[src/float_abs_map.vh]
// Constants for the floating-point absolute value unit.
`ifndef FLOAT_ABS_MAP_VH
`define FLOAT_ABS_MAP_VH
`define FLOAT_ABS_WORD_WIDTH   16
`define FLOAT_ABS_ADDR_WIDTH   16
`define FLOAT_ABS_SIGN_BIT     15
`define FLOAT_ABS_INDEX_COUNT  12
`define FLOAT_ABS_INDEX_V      4'h0
`define FLOAT_ABS_INDEX_Z      4'h1
`define FLOAT_ABS_INDEX_P0     4'h2
`endif

[src/float_abs_trigger.v]
// Enable qualifier: level or rising-edge form of the operation trigger.
`timescale 1ns/1ps
module float_abs_trigger (
    // Clock and reset
    input  wire clock,
    input  wire rst,
    // Control
    input  wire enable,
    input  wire pulseMode,
    output reg  fire
);
    reg enablePrev;
    // ==========================================
    // Trigger
    always @(posedge clock) begin
        if (rst) begin
            enablePrev <= 1'b0;
            fire       <= 1'b0;
        end else begin
            enablePrev <= enable;
            fire       <= pulseMode ? (enable & ~enablePrev) : enable;
        end
    end
endmodule // float_abs_trigger

[src/float_absolute_op.v]
// Floating-point absolute value unit working in place on a register pair.
// Overview of operation
// - Operand is an IEEE-754 single-precision value in two 16-bit registers.
// - Operate every scan while enable is 1, or on its rising edge in pulse form.
// - Absolute value is written back into the same register pair.
// - Target may be offset by index register V, Z or P0 through P9.
`timescale 1ns/1ps
`include "float_abs_map.vh"
module float_absolute_op #(
    parameter WORD_WIDTH = `FLOAT_ABS_WORD_WIDTH,
    parameter ADDR_WIDTH = `FLOAT_ABS_ADDR_WIDTH
) (
    // Clock and reset
    input  wire                  clock,
    input  wire                  rst,
    // Operation control
    input  wire                  enable,
    input  wire                  pulseMode,
    input  wire [ADDR_WIDTH-1:0] targetAddr,
    input  wire                  useIndex,
    input  wire [3:0]            indexSel,
    input  wire [ADDR_WIDTH*`FLOAT_ABS_INDEX_COUNT-1:0] pointer_index_regs,
    // Register memory port
    output reg  [ADDR_WIDTH-1:0] memAddr,
    output reg                   memRead,
    output reg                   memWrite,
    output reg  [WORD_WIDTH-1:0] memWriteData,
    input  wire [WORD_WIDTH-1:0] memReadData,
    // Status
    output reg                   busy,
    output reg                   done,
    output reg                   oddAddrError
);
    // ==========================================
    // State encoding and constants
    localparam [1:0]            ST_IDLE     = 2'h0;
    localparam [1:0]            ST_READ_HI  = 2'h1;
    localparam [1:0]            ST_WRITE_HI = 2'h2;
    localparam [WORD_WIDTH-1:0] SIGN_MASK   = {{(WORD_WIDTH-1){1'b0}}, 1'b1} << `FLOAT_ABS_SIGN_BIT;

    // ==========================================
    // Registered state and its next values
    reg  [1:0]            state;
    reg  [1:0]            next_state;
    reg  [ADDR_WIDTH-1:0] pairAddr;
    reg  [ADDR_WIDTH-1:0] next_pairAddr;
    reg  [ADDR_WIDTH-1:0] next_memAddr;
    reg                   next_memRead;
    reg                   next_memWrite;
    reg  [WORD_WIDTH-1:0] next_memWriteData;
    reg                   next_busy;
    reg                   next_done;
    reg                   next_oddAddrError;

    // ==========================================
    // Decoded conditions
    wire                  fire;
    wire [ADDR_WIDTH-1:0] indexOffset;
    wire [ADDR_WIDTH-1:0] effAddr;
    wire [ADDR_WIDTH-1:0] startHigh;
    wire [ADDR_WIDTH-1:0] highAddr;
    wire [WORD_WIDTH-1:0] absHigh;
    wire                  takeGood;
    wire                  takeOdd;

    // Picks one index register; indices beyond the set read as zero offset.
    function [ADDR_WIDTH-1:0] pickIndex;
        input [ADDR_WIDTH*`FLOAT_ABS_INDEX_COUNT-1:0] regs;
        input [3:0]                              sel;
        integer i;
        begin
            pickIndex = {ADDR_WIDTH{1'b0}};
            for (i = 0; i < `FLOAT_ABS_INDEX_COUNT; i = i + 1) begin
                if (sel == i[3:0]) begin
                    pickIndex = regs[i*ADDR_WIDTH +: ADDR_WIDTH];
                end
            end
        end
    endfunction

    // ==========================================
    // Trigger
    float_abs_trigger u_trigger (
        .clock     (clock),
        .rst       (rst),
        .enable    (enable),
        .pulseMode (pulseMode),
        .fire      (fire)
    );

    // ==========================================
    // Address and result path
    assign indexOffset = useIndex ? pickIndex(pointer_index_regs, indexSel) : {ADDR_WIDTH{1'b0}};
    assign effAddr     = targetAddr + indexOffset;
    assign startHigh   = effAddr + {{(ADDR_WIDTH-1){1'b0}}, 1'b1};
    assign highAddr    = pairAddr + {{(ADDR_WIDTH-1){1'b0}}, 1'b1};
    // Only the high word carries the sign, so the low word is never touched.
    assign absHigh     = memReadData & ~SIGN_MASK;
    // An odd pair address is refused rather than corrupting the neighbouring pair.
    assign takeGood    = (state == ST_IDLE) && fire && !effAddr[0];
    assign takeOdd     = (state == ST_IDLE) && fire && effAddr[0];

    // ==========================================
    // Next state
    always @* begin
        next_state = state;
        case (state)
            ST_IDLE: begin
                if (takeGood) begin
                    next_state = ST_READ_HI;
                end
            end
            ST_READ_HI: begin
                // Read data stands one cycle after the strobe.
                next_state = ST_WRITE_HI;
            end
            ST_WRITE_HI: begin
                next_state = ST_IDLE;
            end
            default: begin
                next_state = ST_IDLE;
            end
        endcase
    end

    // ==========================================
    // Next address and write data
    always @* begin
        next_pairAddr     = pairAddr;
        next_memAddr      = memAddr;
        next_memWriteData = memWriteData;
        case (state)
            ST_IDLE: begin
                if (takeGood) begin
                    next_pairAddr = effAddr;
                    next_memAddr  = startHigh;
                end
            end
            ST_WRITE_HI: begin
                next_memAddr      = highAddr;
                next_memWriteData = absHigh;
            end
            default: begin
                next_memAddr = memAddr;
            end
        endcase
    end

    // ==========================================
    // Next strobes
    always @* begin
        next_memRead  = 1'b0;
        next_memWrite = 1'b0;
        next_done     = 1'b0;
        case (state)
            ST_IDLE: begin
                next_memRead = takeGood;
            end
            ST_WRITE_HI: begin
                next_memWrite = 1'b1;
                next_done     = 1'b1;
            end
            default: begin
                next_memRead = 1'b0;
            end
        endcase
    end

    // ==========================================
    // Next status
    // Triggers that arrive while busy are dropped, since an operation cannot be queued.
    always @* begin
        next_busy         = busy;
        next_oddAddrError = oddAddrError;
        case (state)
            ST_IDLE: begin
                next_busy = takeGood;
                if (takeOdd) begin
                    next_oddAddrError = 1'b1;
                end else if (takeGood) begin
                    next_oddAddrError = 1'b0;
                end
            end
            ST_WRITE_HI: begin
                next_busy = 1'b0;
            end
            default: begin
                next_busy = busy;
            end
        endcase
    end

    // ==========================================
    // Registers
    // Every output is a flip-flop, so the memory sees clean strobes.
    always @(posedge clock) begin
        if (rst) begin
            state        <= ST_IDLE;
            pairAddr     <= {ADDR_WIDTH{1'b0}};
            memAddr      <= {ADDR_WIDTH{1'b0}};
            memRead      <= 1'b0;
            memWrite     <= 1'b0;
            memWriteData <= {WORD_WIDTH{1'b0}};
            busy         <= 1'b0;
            done         <= 1'b0;
            oddAddrError <= 1'b0;
        end else begin
            state        <= next_state;
            pairAddr     <= next_pairAddr;
            memAddr      <= next_memAddr;
            memRead      <= next_memRead;
            memWrite     <= next_memWrite;
            memWriteData <= next_memWriteData;
            busy         <= next_busy;
            done         <= next_done;
            oddAddrError <= next_oddAddrError;
        end
    end
endmodule // float_absolute_op

[config.mk]
export PLATFORM = sky130hd
export DESIGN_NAME = float_absolute_op
export DESIGN_NICKNAME = d
export VERILOG_FILES = /design/src/float_abs_trigger.v /design/src/float_absolute_op.v
export VERILOG_INCLUDE_DIRS = /design/src /design/src/src
export SDC_FILE = /design/constraint.sdc
export NUM_CORES = 1
export LEC_CHECK = 0
export ABC_AREA = 1
export BUFFER_PORTS_ARGS = -buffer_cell sky130_fd_sc_hd__buf_2
export CORE_UTILIZATION = 35
export CTS_CLUSTER_DIAMETER = 100
export DETAILED_ROUTE_END_ITERATION = 12
export HOLD_SLACK_MARGIN = 0.08
export PLACE_DENSITY = 0.66
export SLEW_MARGIN = 20
export SYNTH_ARGS = -nofsm -noshare
export SYNTH_HDL_FRONTEND = slang
export SYNTH_SLANG_ARGS = --single-unit
[constraint.sdc]
create_clock -name clock -period 5.5 [get_ports clock]
set_input_delay 1.1 -clock clock [delete_from_list [all_inputs] [get_ports clock]]
set_output_delay 1.1 -clock clock [all_outputs]
set_load 0.01 [all_outputs]
Yosys cells after proc, flatten, opt, wreduce, memory -nomap -nowiden
Cells that the tools add are included.

Add/sub/neg operators: 3. Multipliers: 0. Div/mod/pow operators: 0. Magnitude comparators: 0. Equal/unequal tests: 14. Shift operators: 0. Mux-type cells: 22. Bitwise logic cells: 3. Reductions and logical operators: 12.

Operator list (number): $mux W16 (14); $add A16 B1 Y16 const B (2); $pmux W16 S2 (1); $add A16 B16 Y16 (1); $eq A4 B3 Y1 const B (4); $eq A4 B4 Y1 const B (4); $eq A4 B2 Y1 const B (2); $reduce_and A2 Y1 (3); $eq A4 B1 Y1 const B (1); $logic_not A4 Y1 (1); $mux W1 (4); $pmux W2 S2 (1); $reduce_bool A2 Y1 (2); $logic_and A1 B1 Y1 (3); $eq A2 B1 Y1 const B (1); $eq A2 B2 Y1 const B (1); $logic_not A2 Y1 (1); $mux W2 (1); $ne A2 B2 Y1 const B (1); $not A1 Y1 (2); $pmux W1 S2 (1); $reduce_or A2 Y1 (1); $and A1 B1 Y1 (1); $logic_not A1 Y1 (1).

Register bits: 55. Latch bits: 0. Memory bits (writable): 0. ROM bits: 0. Bits of input ports: 233. Output and inout bits: 37. Word-level logic and storage cells: 64. Memories kept: 0.

Logic depth before layout (Yosys ltp)
Gate-level depths: netlist of the first run.

Depth in word-level cells: 19. Gate-level depth with buffers: 31. Gate-level depth less buffers: 30.

By module
Synthesis of the first run repeated with hierarchy kept, for this count alone.

Cell total of the unflattened synthesis: 793. Area, all modules: 4895.9 um2.

Modules (own cells, without submodules): float_absolute_op (instances 1, cells each 785, area each 4828.4 um2, sequential area each 1061.0 um2); float_abs_trigger (instances 1, cells each 8, area each 67.6 um2, sequential area each 40.0 um2).

Worst setup path after synthesis of the first run
Ideal clock, no wire load.

Kind: input port to flip-flop. From: input indexSel[2]. To: register memAddr[9]. Setup time: 114 ps. Arrival time: 4430 ps. Required time: 5386 ps. Slack: 956 ps. Stages: 25. Path buffers: 1. Cells stage by stage: inv_1 > nor2_1 > inv_1 > nor2_1 > clkbuf_1 > inv_1 > o21ai_0 > nand4_1 > o211ai_1 > inv_1 > ha_1 > fa_1 > xor2_1 > nand2_1 > o21ai_1 > nand2_1 > nor2_2 > nand2_1 > nor2_1 > nand2_1 > nor2_2 > nand3_1 > xnor2_1 > o21bai_1 > inv_1.

Longest elaborated chain between the ends: 19. Elaborated cells between the ends (all ways): 33. Classes of those cells: add/sub (2); eq/ne (12); mux (15); reduce/logical (4).

Ends and longest elaborated chain: from (decl) (RTL line float_absolute_op.v:21) `input wire [3:0] indexSel,`; $logic_not A4 Y1 (RTL line float_absolute_op.v:74) `if (sel == i[3:0]) begin`; $mux W16 (11 in a row) (RTL line float_absolute_op.v:74); $mux W16 * (RTL line float_absolute_op.v:74); $mux W16 * (RTL line float_absolute_op.v:93) `assign indexOffset = useIndex ? pickIndex(pointer_index_regs, indexSel) : {ADDR_WIDTH{1'b0}};`; $add A16 B16 Y16 * (RTL line float_absolute_op.v:94) `assign effAddr = targetAddr + indexOffset;`; branches (longest 4 deep; another with $add A16 B1 Y16); to (signal assigned) (RTL line float_absolute_op.v:200) `memAddr <= {ADDR_WIDTH{1'b0}};`; to (signal assigned) (RTL line float_absolute_op.v:210) `memAddr <= next_memAddr;`; to (decl) (RTL line float_absolute_op.v:24) `output reg [ADDR_WIDTH-1:0] memAddr,`.

Mark *: on every way between the ends. The select of a mux whose other input is x is not followed. A chain may end at the register's enable or synchronous reset.

Worst setup path after layout of the first run
From: input indexSel[1]. To: register memAddr[10].

Same word-level chain as after synthesis.

==> results of run 1 <==
[power by group]
group          total [uW]  leakage [uW]  switching (uW)  internal [uW]
Sequential            430      0.000447            9.19            420
Clock                 372     0.0000875             143            229
Combinational         489       0.00299             290            199
[cells by family (layout without fill, tap and decap cells)]
| group | after synthesis | after routing | synth area share |
|---|---|---|---|
| and+or+nand+nor | 416 | 416 | 0.387 |
| adders and majority gates | 17 | 17 | 0.0467 |
| other | 1 | 2 | 0.000795 |
| buffers and inverters | 119 | 385 | 0.0978 |
| AOI/OAI and AO/OA | 172 | 172 | 0.214 |
| DFF | 55 | 55 | 0.233 |
| xor gates and xnor gates | 11 | 11 | 0.0204 |
[worst max-delay path: cells and delay by family]
family | cells | cell delay [ns]
AOI/OAI and AO/OA | 5 | 0.87
xor gates and xnor gates | 1 | 0.20
adders and majority gates | 1 | 0.29
buffers and inverters | 4 | 0.55
and+or+nand+nor | 16 | 2.11
[metal layers]
| layer | GRT usage | wire length [um] |
|---|---|---|
| met2 | 0.418 | 8290 |
| met3 | 0.0577 | 1680 |
| met5 | 0 | 11 |
| met4 | 0.0873 | 538 |
| met1 | 0.384 | 9000 |
[flip-flops by register name, summed over array words and instances (netlist names), 2 cells and up]
name          flops
pairAddr         16
memWriteData     15
state             2
memAddr          16
[cell usage after synthesis, drive strengths merged]
master / count
clkbuf: 26
a21boi: 1
nand4: 15
o21ai: 79
a41oi: 2
nor2: 85
o21a: 1
nand2: 179
nand3: 123
fa: 1
or2: 8
conb: 1
xor2: 5
a21o: 1
dfxtp: 55
o211ai: 9
nor3: 4
buf: 8
o31ai: 3
ha: 16
nand3b: 2
xnor2: 6
a221oi: 18
o221ai: 1
o21bai: 7
a21oi: 50
inv: 85
[layout make-up]
type,count,area (um2),area share
Sequential cell,55,1100,0.169
Timing Repair Buffer,292,1520,0.234
Multi-Input combinational cell,617,3160,0.486
Inverter,85,319,0.0490
Antenna cell,1,2.50,0.000384
Tap cell,176,220,0.0338
Clock inverter,2,38.8,0.00596
Clock buffer,6,139,0.0213
[stage by stage]
step | util | hold slack (ns) | instance area (um2) | worst slack, ns | cells
final | 0.493 | 0.417 | 6510 | 0.547 | 1234
after floorplan | - | 0.393 | 4720 | 0.956 | 791
after CTS | 0.493 | 0.419 | 6510 | 0.647 | 1233
after global placement | 0.480 | 0.402 | 6330 | 0.430 | 1225
after detailed placement | 0.480 | 0.409 | 6330 | 0.368 | 1225
after global routing | 0.493 | 0.446 | 6510 | 0.176 | 1233
[path summary, 6_finish.rpt]
check / startpoint / endpoint / cells after the start
max: indexSel[1] / memAddr[10]$_SDFFE_PP0P_ / 27
min: u_trigger.enablePrev$_SDFF_PP0_ / u_trigger.fire$_SDFF_PP0_ / 1
max reg2reg: state[1]$_SDFFE_PP0P_ / memAddr[14]$_SDFFE_PP0P_ / 16
min reg2reg: u_trigger.enablePrev$_SDFF_PP0_ / u_trigger.fire$_SDFF_PP0_ / 1
==> impl_results.md, run 1 <==
* Final Skew at 0.00818 ns
* Number of global-route vias before repair at 6105
* Max-Cap Viols at 0
* Die H at 118 um
* Clock Tree Buf Depth at 2
* Crit path kind: input pin to flip-flop
* Cell repeated most along the worst path: nand2_1
* Die Wd at 118 um
* Clock sink total at 55
* Num CTS Buffers at 5
* Mean Syn Cell Area at 5.97 um2
* Dominant cell type by area after synthesis: dfxtp_1
* CTS tree: done
* Failing checks: DRC
* DR iter-0 viols at 482
* Cell count after synthesis at 791
* Critical path's slowest cell: nor2_2
* Ys Warns at 0
* WL/cell at 15.8 um
* H-tree depth at 2
* Leak pwr at 0.00353 uW
* Unrepaired setup endpoints after global routing: false
* Worst-path clk slew at 0.07 ns
* Layout Nets at 1306
* Port bufs at 267
* Crit. End Element: flip-flop
* Vias post-DR at 6368
* WP data arrival at 5.15 ns
* Setup violators final at 0
* Global route overflow at 0
* Setup Total Neg Slack at 0 ns
* F_max at 202 MHz
* Starting density of the core at 0.358
* Antenna violations before repair at 1
* Req. time, crit path at 5.69 ns
* Vias/cell at 5.16
* Drc violations at 2
* Layout cells sized above 1 at 0.308
* First-pass iteration count of the detailed router at 9
* Commonest non-fill, non-tap cells in the layout: 267 x buf_2, 178 x nand2_1, 122 x nand3_1, 82 x inv_1, 75 x nor2_1
* First-pass GRT wire length at 30500 um
* All-Layer GR Usage at 0.275
* Slew Limit Fails at 0
* Clk_lat worst skew at 0.29 ns
* Antenna-violating nets left at 0
* Worst-margin pin slew at 1.01 ns
* Commonest non-fill, non-tap cell in the layout: buf_2
* Min-delay worst type: flip-flop to flip-flop
* Top post-synthesis cells by area: dfxtp_1 23%, nand2_1 14%, nand3_1 13%
* Die ar. at 0.0140 mm2
* Io pins at 270
* Top cell type's share of synthesized area at 0.233
* WL final at 19500 um
* Status: complete, but fails checks
* Synth Net Count at 1041
* Pwr Density at 198 mW/mm2
* Fillcell total at 1448
* Period minus WS final at 4.95 ns
* Yosys cell types at 37
* DP HPWL at 16200 um
* Sequential fraction of the synthesis area at 0.233
* # resized after CTS at 0
* FF+latch count, synth at 55
* CTS root buf: clkbuf_16
* FF-to-FF setup slack at 2.79 ns
* CP max stage delay at 0.60 ns
* Total power at 1290 uW
* Synth Cell Area at 0.00472 mm2
* Endpoints failing hold at 0
* Core box area at 0.0132 mm2
* Crit share post-route at 0.900
* Max VDD drop at 0.139 mV
* Post-CTS Setup Inserts at 0
* RePlAce Congestion at 0.933
* Startpoint types: input pin
* Syn-to-layout area delta at 37.9%
* CTS Hold Bufs at 0
* Largest net degree at the start of global routing at 42
* Row count at 42
* Max FO, Critical Path at 17
* Slew margin rel. at 0.324
(Power assumes the default switching activity.)
==> inputs of run 2 (changes only) <==
ABC_AREA = not set   (was 1)
PLACE_DENSITY = not set   (was 0.66)
==> impl_results.md, run 2 <==
* Row count at 43
* Total power at 1300 uW
* Met3 usage at 0.0460
* Worst-path clk slew at 0.07 ns
* Die ar. at 0.0150 mm2
* Mean Syn Cell Area at 7.55 um2
* Ys Warns at 0
* CTS root buf: clkbuf_16
* Biggest registers after layout: memAddr (16), pairAddr (16), memWriteData (15)
* Min-Delay Endpoint: u_trigger.fire$_SDFF_PP0_
* DR iter-0 viols at 400
* Post-CTS Setup Inserts at 0
* Req. time, crit path at 5.71 ns
* Crit path kind: input pin to flip-flop
* Synth Flop Type: dfxtp_1
* Vias/cell at 5.36
* CTS Hold Bufs at 0
* Top post-synthesis cells by area: dfxtp_1 22%, nand2_1 8.6%, mux4_2 7.1%
* Setup violators final at 0
* Fillcell total at 1474
* Unrepaired setup endpoints after global routing: false
* FF+latch count, synth at 55
* Ys async rst share at 0
* Max FO, Critical Path at 33
* Met1 Usage GRT at 0.338
* WP data arrival at 5.23 ns
* Min-delay worst type: flip-flop to flip-flop
* Syn-to-layout area delta at 36.9%
* All-Layer GR Usage at 0.259
* Yosys cell types at 76
* Synth Area in Compound Gates at 0.284
* Switching fraction of total power at 0.347
* Die H at 122 um
* Pwr Density at 187 mW/mm2
* Slew margin rel. at 0.298
* Global route overflow at 0
* Cell count after synthesis at 671
* P_int at 847 uW
* Top cell type's share of synthesized area at 0.217
* Hold Crit Start: u_trigger.enablePrev$_SDFF_PP0_
* Synth Cell Area at 0.00506 mm2
* Starting density of the core at 0.362
* Fin cells at 1128
* Vias post-DR at 6044
* H-tree depth at 2
* # resized after CTS at 0
* Sequential share of power at 0.330
* Die Wd at 122 um
* FF-to-FF setup slack at 2.44 ns
* Final Skew at 0.0118 ns
* Crit. End Element: flip-flop
* Dominant cell type by area after synthesis: dfxtp_1
* Clock Tree Buf Depth at 2
* Slew Limit Fails at 0
* Sequential fraction of the synthesis area at 0.217
* Max VDD drop at 0.113 mV
* WL/cell at 17.4 um
* R2R depth at 11
* Startpoint types: input pin
* Period minus WS final at 5.03 ns
* Largest family of logic cells by synthesized area: compound AO/OA/AOI/OAI gates
* DP Cell Count at 1116
* WL final at 19600 um
* Status: finished, final reports clean
* Synth Area in Adders at 0.0435
* DP HPWL at 16200 um
* Num CTS Buffers at 5
* F_max at 199 MHz
* Antenna-violating nets left at 0
* Commonest non-fill, non-tap cell in the layout: buf_2
* Port bufs at 267
* Core box area at 0.0140 mm2
* Clk pwr share at 0.241
* Busiest grt layer: met2
* First-pass GRT wire length at 29600 um
* Max-Cap Viols at 0
* Endpoints failing hold at 0
* Power share of the combinational group at 0.428
* Simple-gate share of the synthesized area at 0.241
* Commonest non-fill, non-tap cells in the layout: 267 x buf_2, 116 x nand2_1, 61 x a21oi_1, 55 x dfxtp_1, 54 x nor2_1
* R2r startpoint: state[0]$_SDFFE_PP0P_
* RePlAce Congestion at 0.946
* Clock sink total at 55
* GR Layer Usage met2 at 0.429
* Setup Total Neg Slack at 0 ns
* Clk_lat worst skew at 0.30 ns
* Drc violations at 0
* Most frequent cells after synthesis: 116 x nand2_1, 61 x a21oi_1, 55 x dfxtp_1
* First-pass iteration count of the detailed router at 4
* Post-synth EDFFs at 0
* Crit share post-route at 0.914
* Io pins at 270
* Largest net degree at the start of global routing at 55
* Number of global-route vias before repair at 5437
* Antenna violations before repair at 5
* Leak pwr at 0.00317 uW
* Most frequent cell after synthesis: nand2_1
* Layout cells sized above 1 at 0.384
* Xor/xnor share of the synthesized area at 0.0363
* CTS tree: done
* Worst hold stages at 1
* NetSw at 449 uW
* Layout Nets at 1193
* Synth Net Count at 921
* Worst-margin pin slew at 1.05 ns
* Worst R2R End: memAddr[14]$_SDFFE_PP0P_
* Mux share of post-synthesis cell area at 0.127
[run 2: cell count changes after synthesis, sizes merged, moves of 11 or more]
cell    delta
inv       -73
nor2      -31
a211oi    +12
a221oi    -16
a21oi     +13
nor2b     +11
nand3    -109
nand2     -63
mux4      +16
nand4     -15
o22ai     +11
o21ai     -40
mux2i     +25
[run 2: cells by family (layout without fill, tap and decap cells)]
logic type / Yosys count / count (layout)
other: 1 / 6
adder cells (fa/ha/maj): 17 / 17
buffers and inverters: 60 / 332
AO/OA/AOI/OAI: 216 / 216
flip-flops: 55 / 55
XOR/XNOR: 21 / 21
multiplexers: 44 / 44
AND/OR/NAND/NOR: 257 / 257
[run 2: cell type report]
cell class                 instances  area (um2)  share of cell area
antenna                            5        12.5             0.00180
timing repair buffer             312        1690               0.243
tap                              180         225              0.0325
multi-input combinational        556        3720               0.537
inverter                          13        48.8             0.00704
clock buffer                       5         125              0.0180
clock inverter                     2        13.8             0.00199
sequential                        55        1100               0.159
[run 2: how the worst max path moves through the flow]
stage / startpoint / slack, ns / endpoint
after detailed placement: indexSel[0] / 0.19 / memAddr[15]$_SDFFE_PP0P_
final: indexSel[0] / 0.47 / memAddr[13]$_SDFFE_PP0P_
after CTS: indexSel[0] / 0.49 / memAddr[13]$_SDFFE_PP0P_
after global routing: indexSel[0] / 0.12 / memAddr[15]$_SDFFE_PP0P_
after global placement: indexSel[0] / 0.21 / memAddr[13]$_SDFFE_PP0P_
after floorplan: indexSel[0] / 0.04 / memAddr[13]$_SDFFE_PP0P_
[run 2: power by group through the flow]
stage / Clock [uW] / Sequential [uW] / Combinational [uW]
after floorplan: 0 / 442 / 337
after global placement: 0 / 437 / 551
after detailed placement: 0 / 437 / 551
after CTS: 323 / 428 / 553
after global routing: 341 / 431 / 612
final: 313 / 428 / 555
[run 2: per-stage QoR]
stage | hold WS [ns] | utilization | area, um2 | worst slack (ns)
floorplan | 0.393 | - | 5070 | 0.0363
global placement | 0.408 | 0.485 | 6780 | 0.207
detailed placement | 0.418 | 0.485 | 6780 | 0.195
CTS | 0.429 | 0.495 | 6920 | 0.486
global route | 0.465 | 0.496 | 6930 | 0.119
finish | 0.428 | 0.496 | 6930 | 0.474
[run 2: worst max-delay path, stage by stage]
cell	delay, ns
buf_2	0.10
buf_12	0.21
mux4_2	0.52
nand2_1	0.08
o211ai_1	0.08
o21ai_0	0.10
a21oi_1	0.11
ha_1	0.25
fa_1	0.48
a211oi_2	0.29
nor2_1	0.14
nor4_4	0.32
o21ai_2	0.12
nor3_4	0.17
or4b_4	0.49
o21ba_1	0.18
or3_1	0.34
a21oi_1	0.14
[run 2: per-layer routing]
metal	vias up	routed length, um	share of wire
met3	26	1280	0.065
met2	250	9300	0.47
met1	2751	8680	0.44
met4	0	348	0.018
li1	3017	-	-
met5	-	0	0
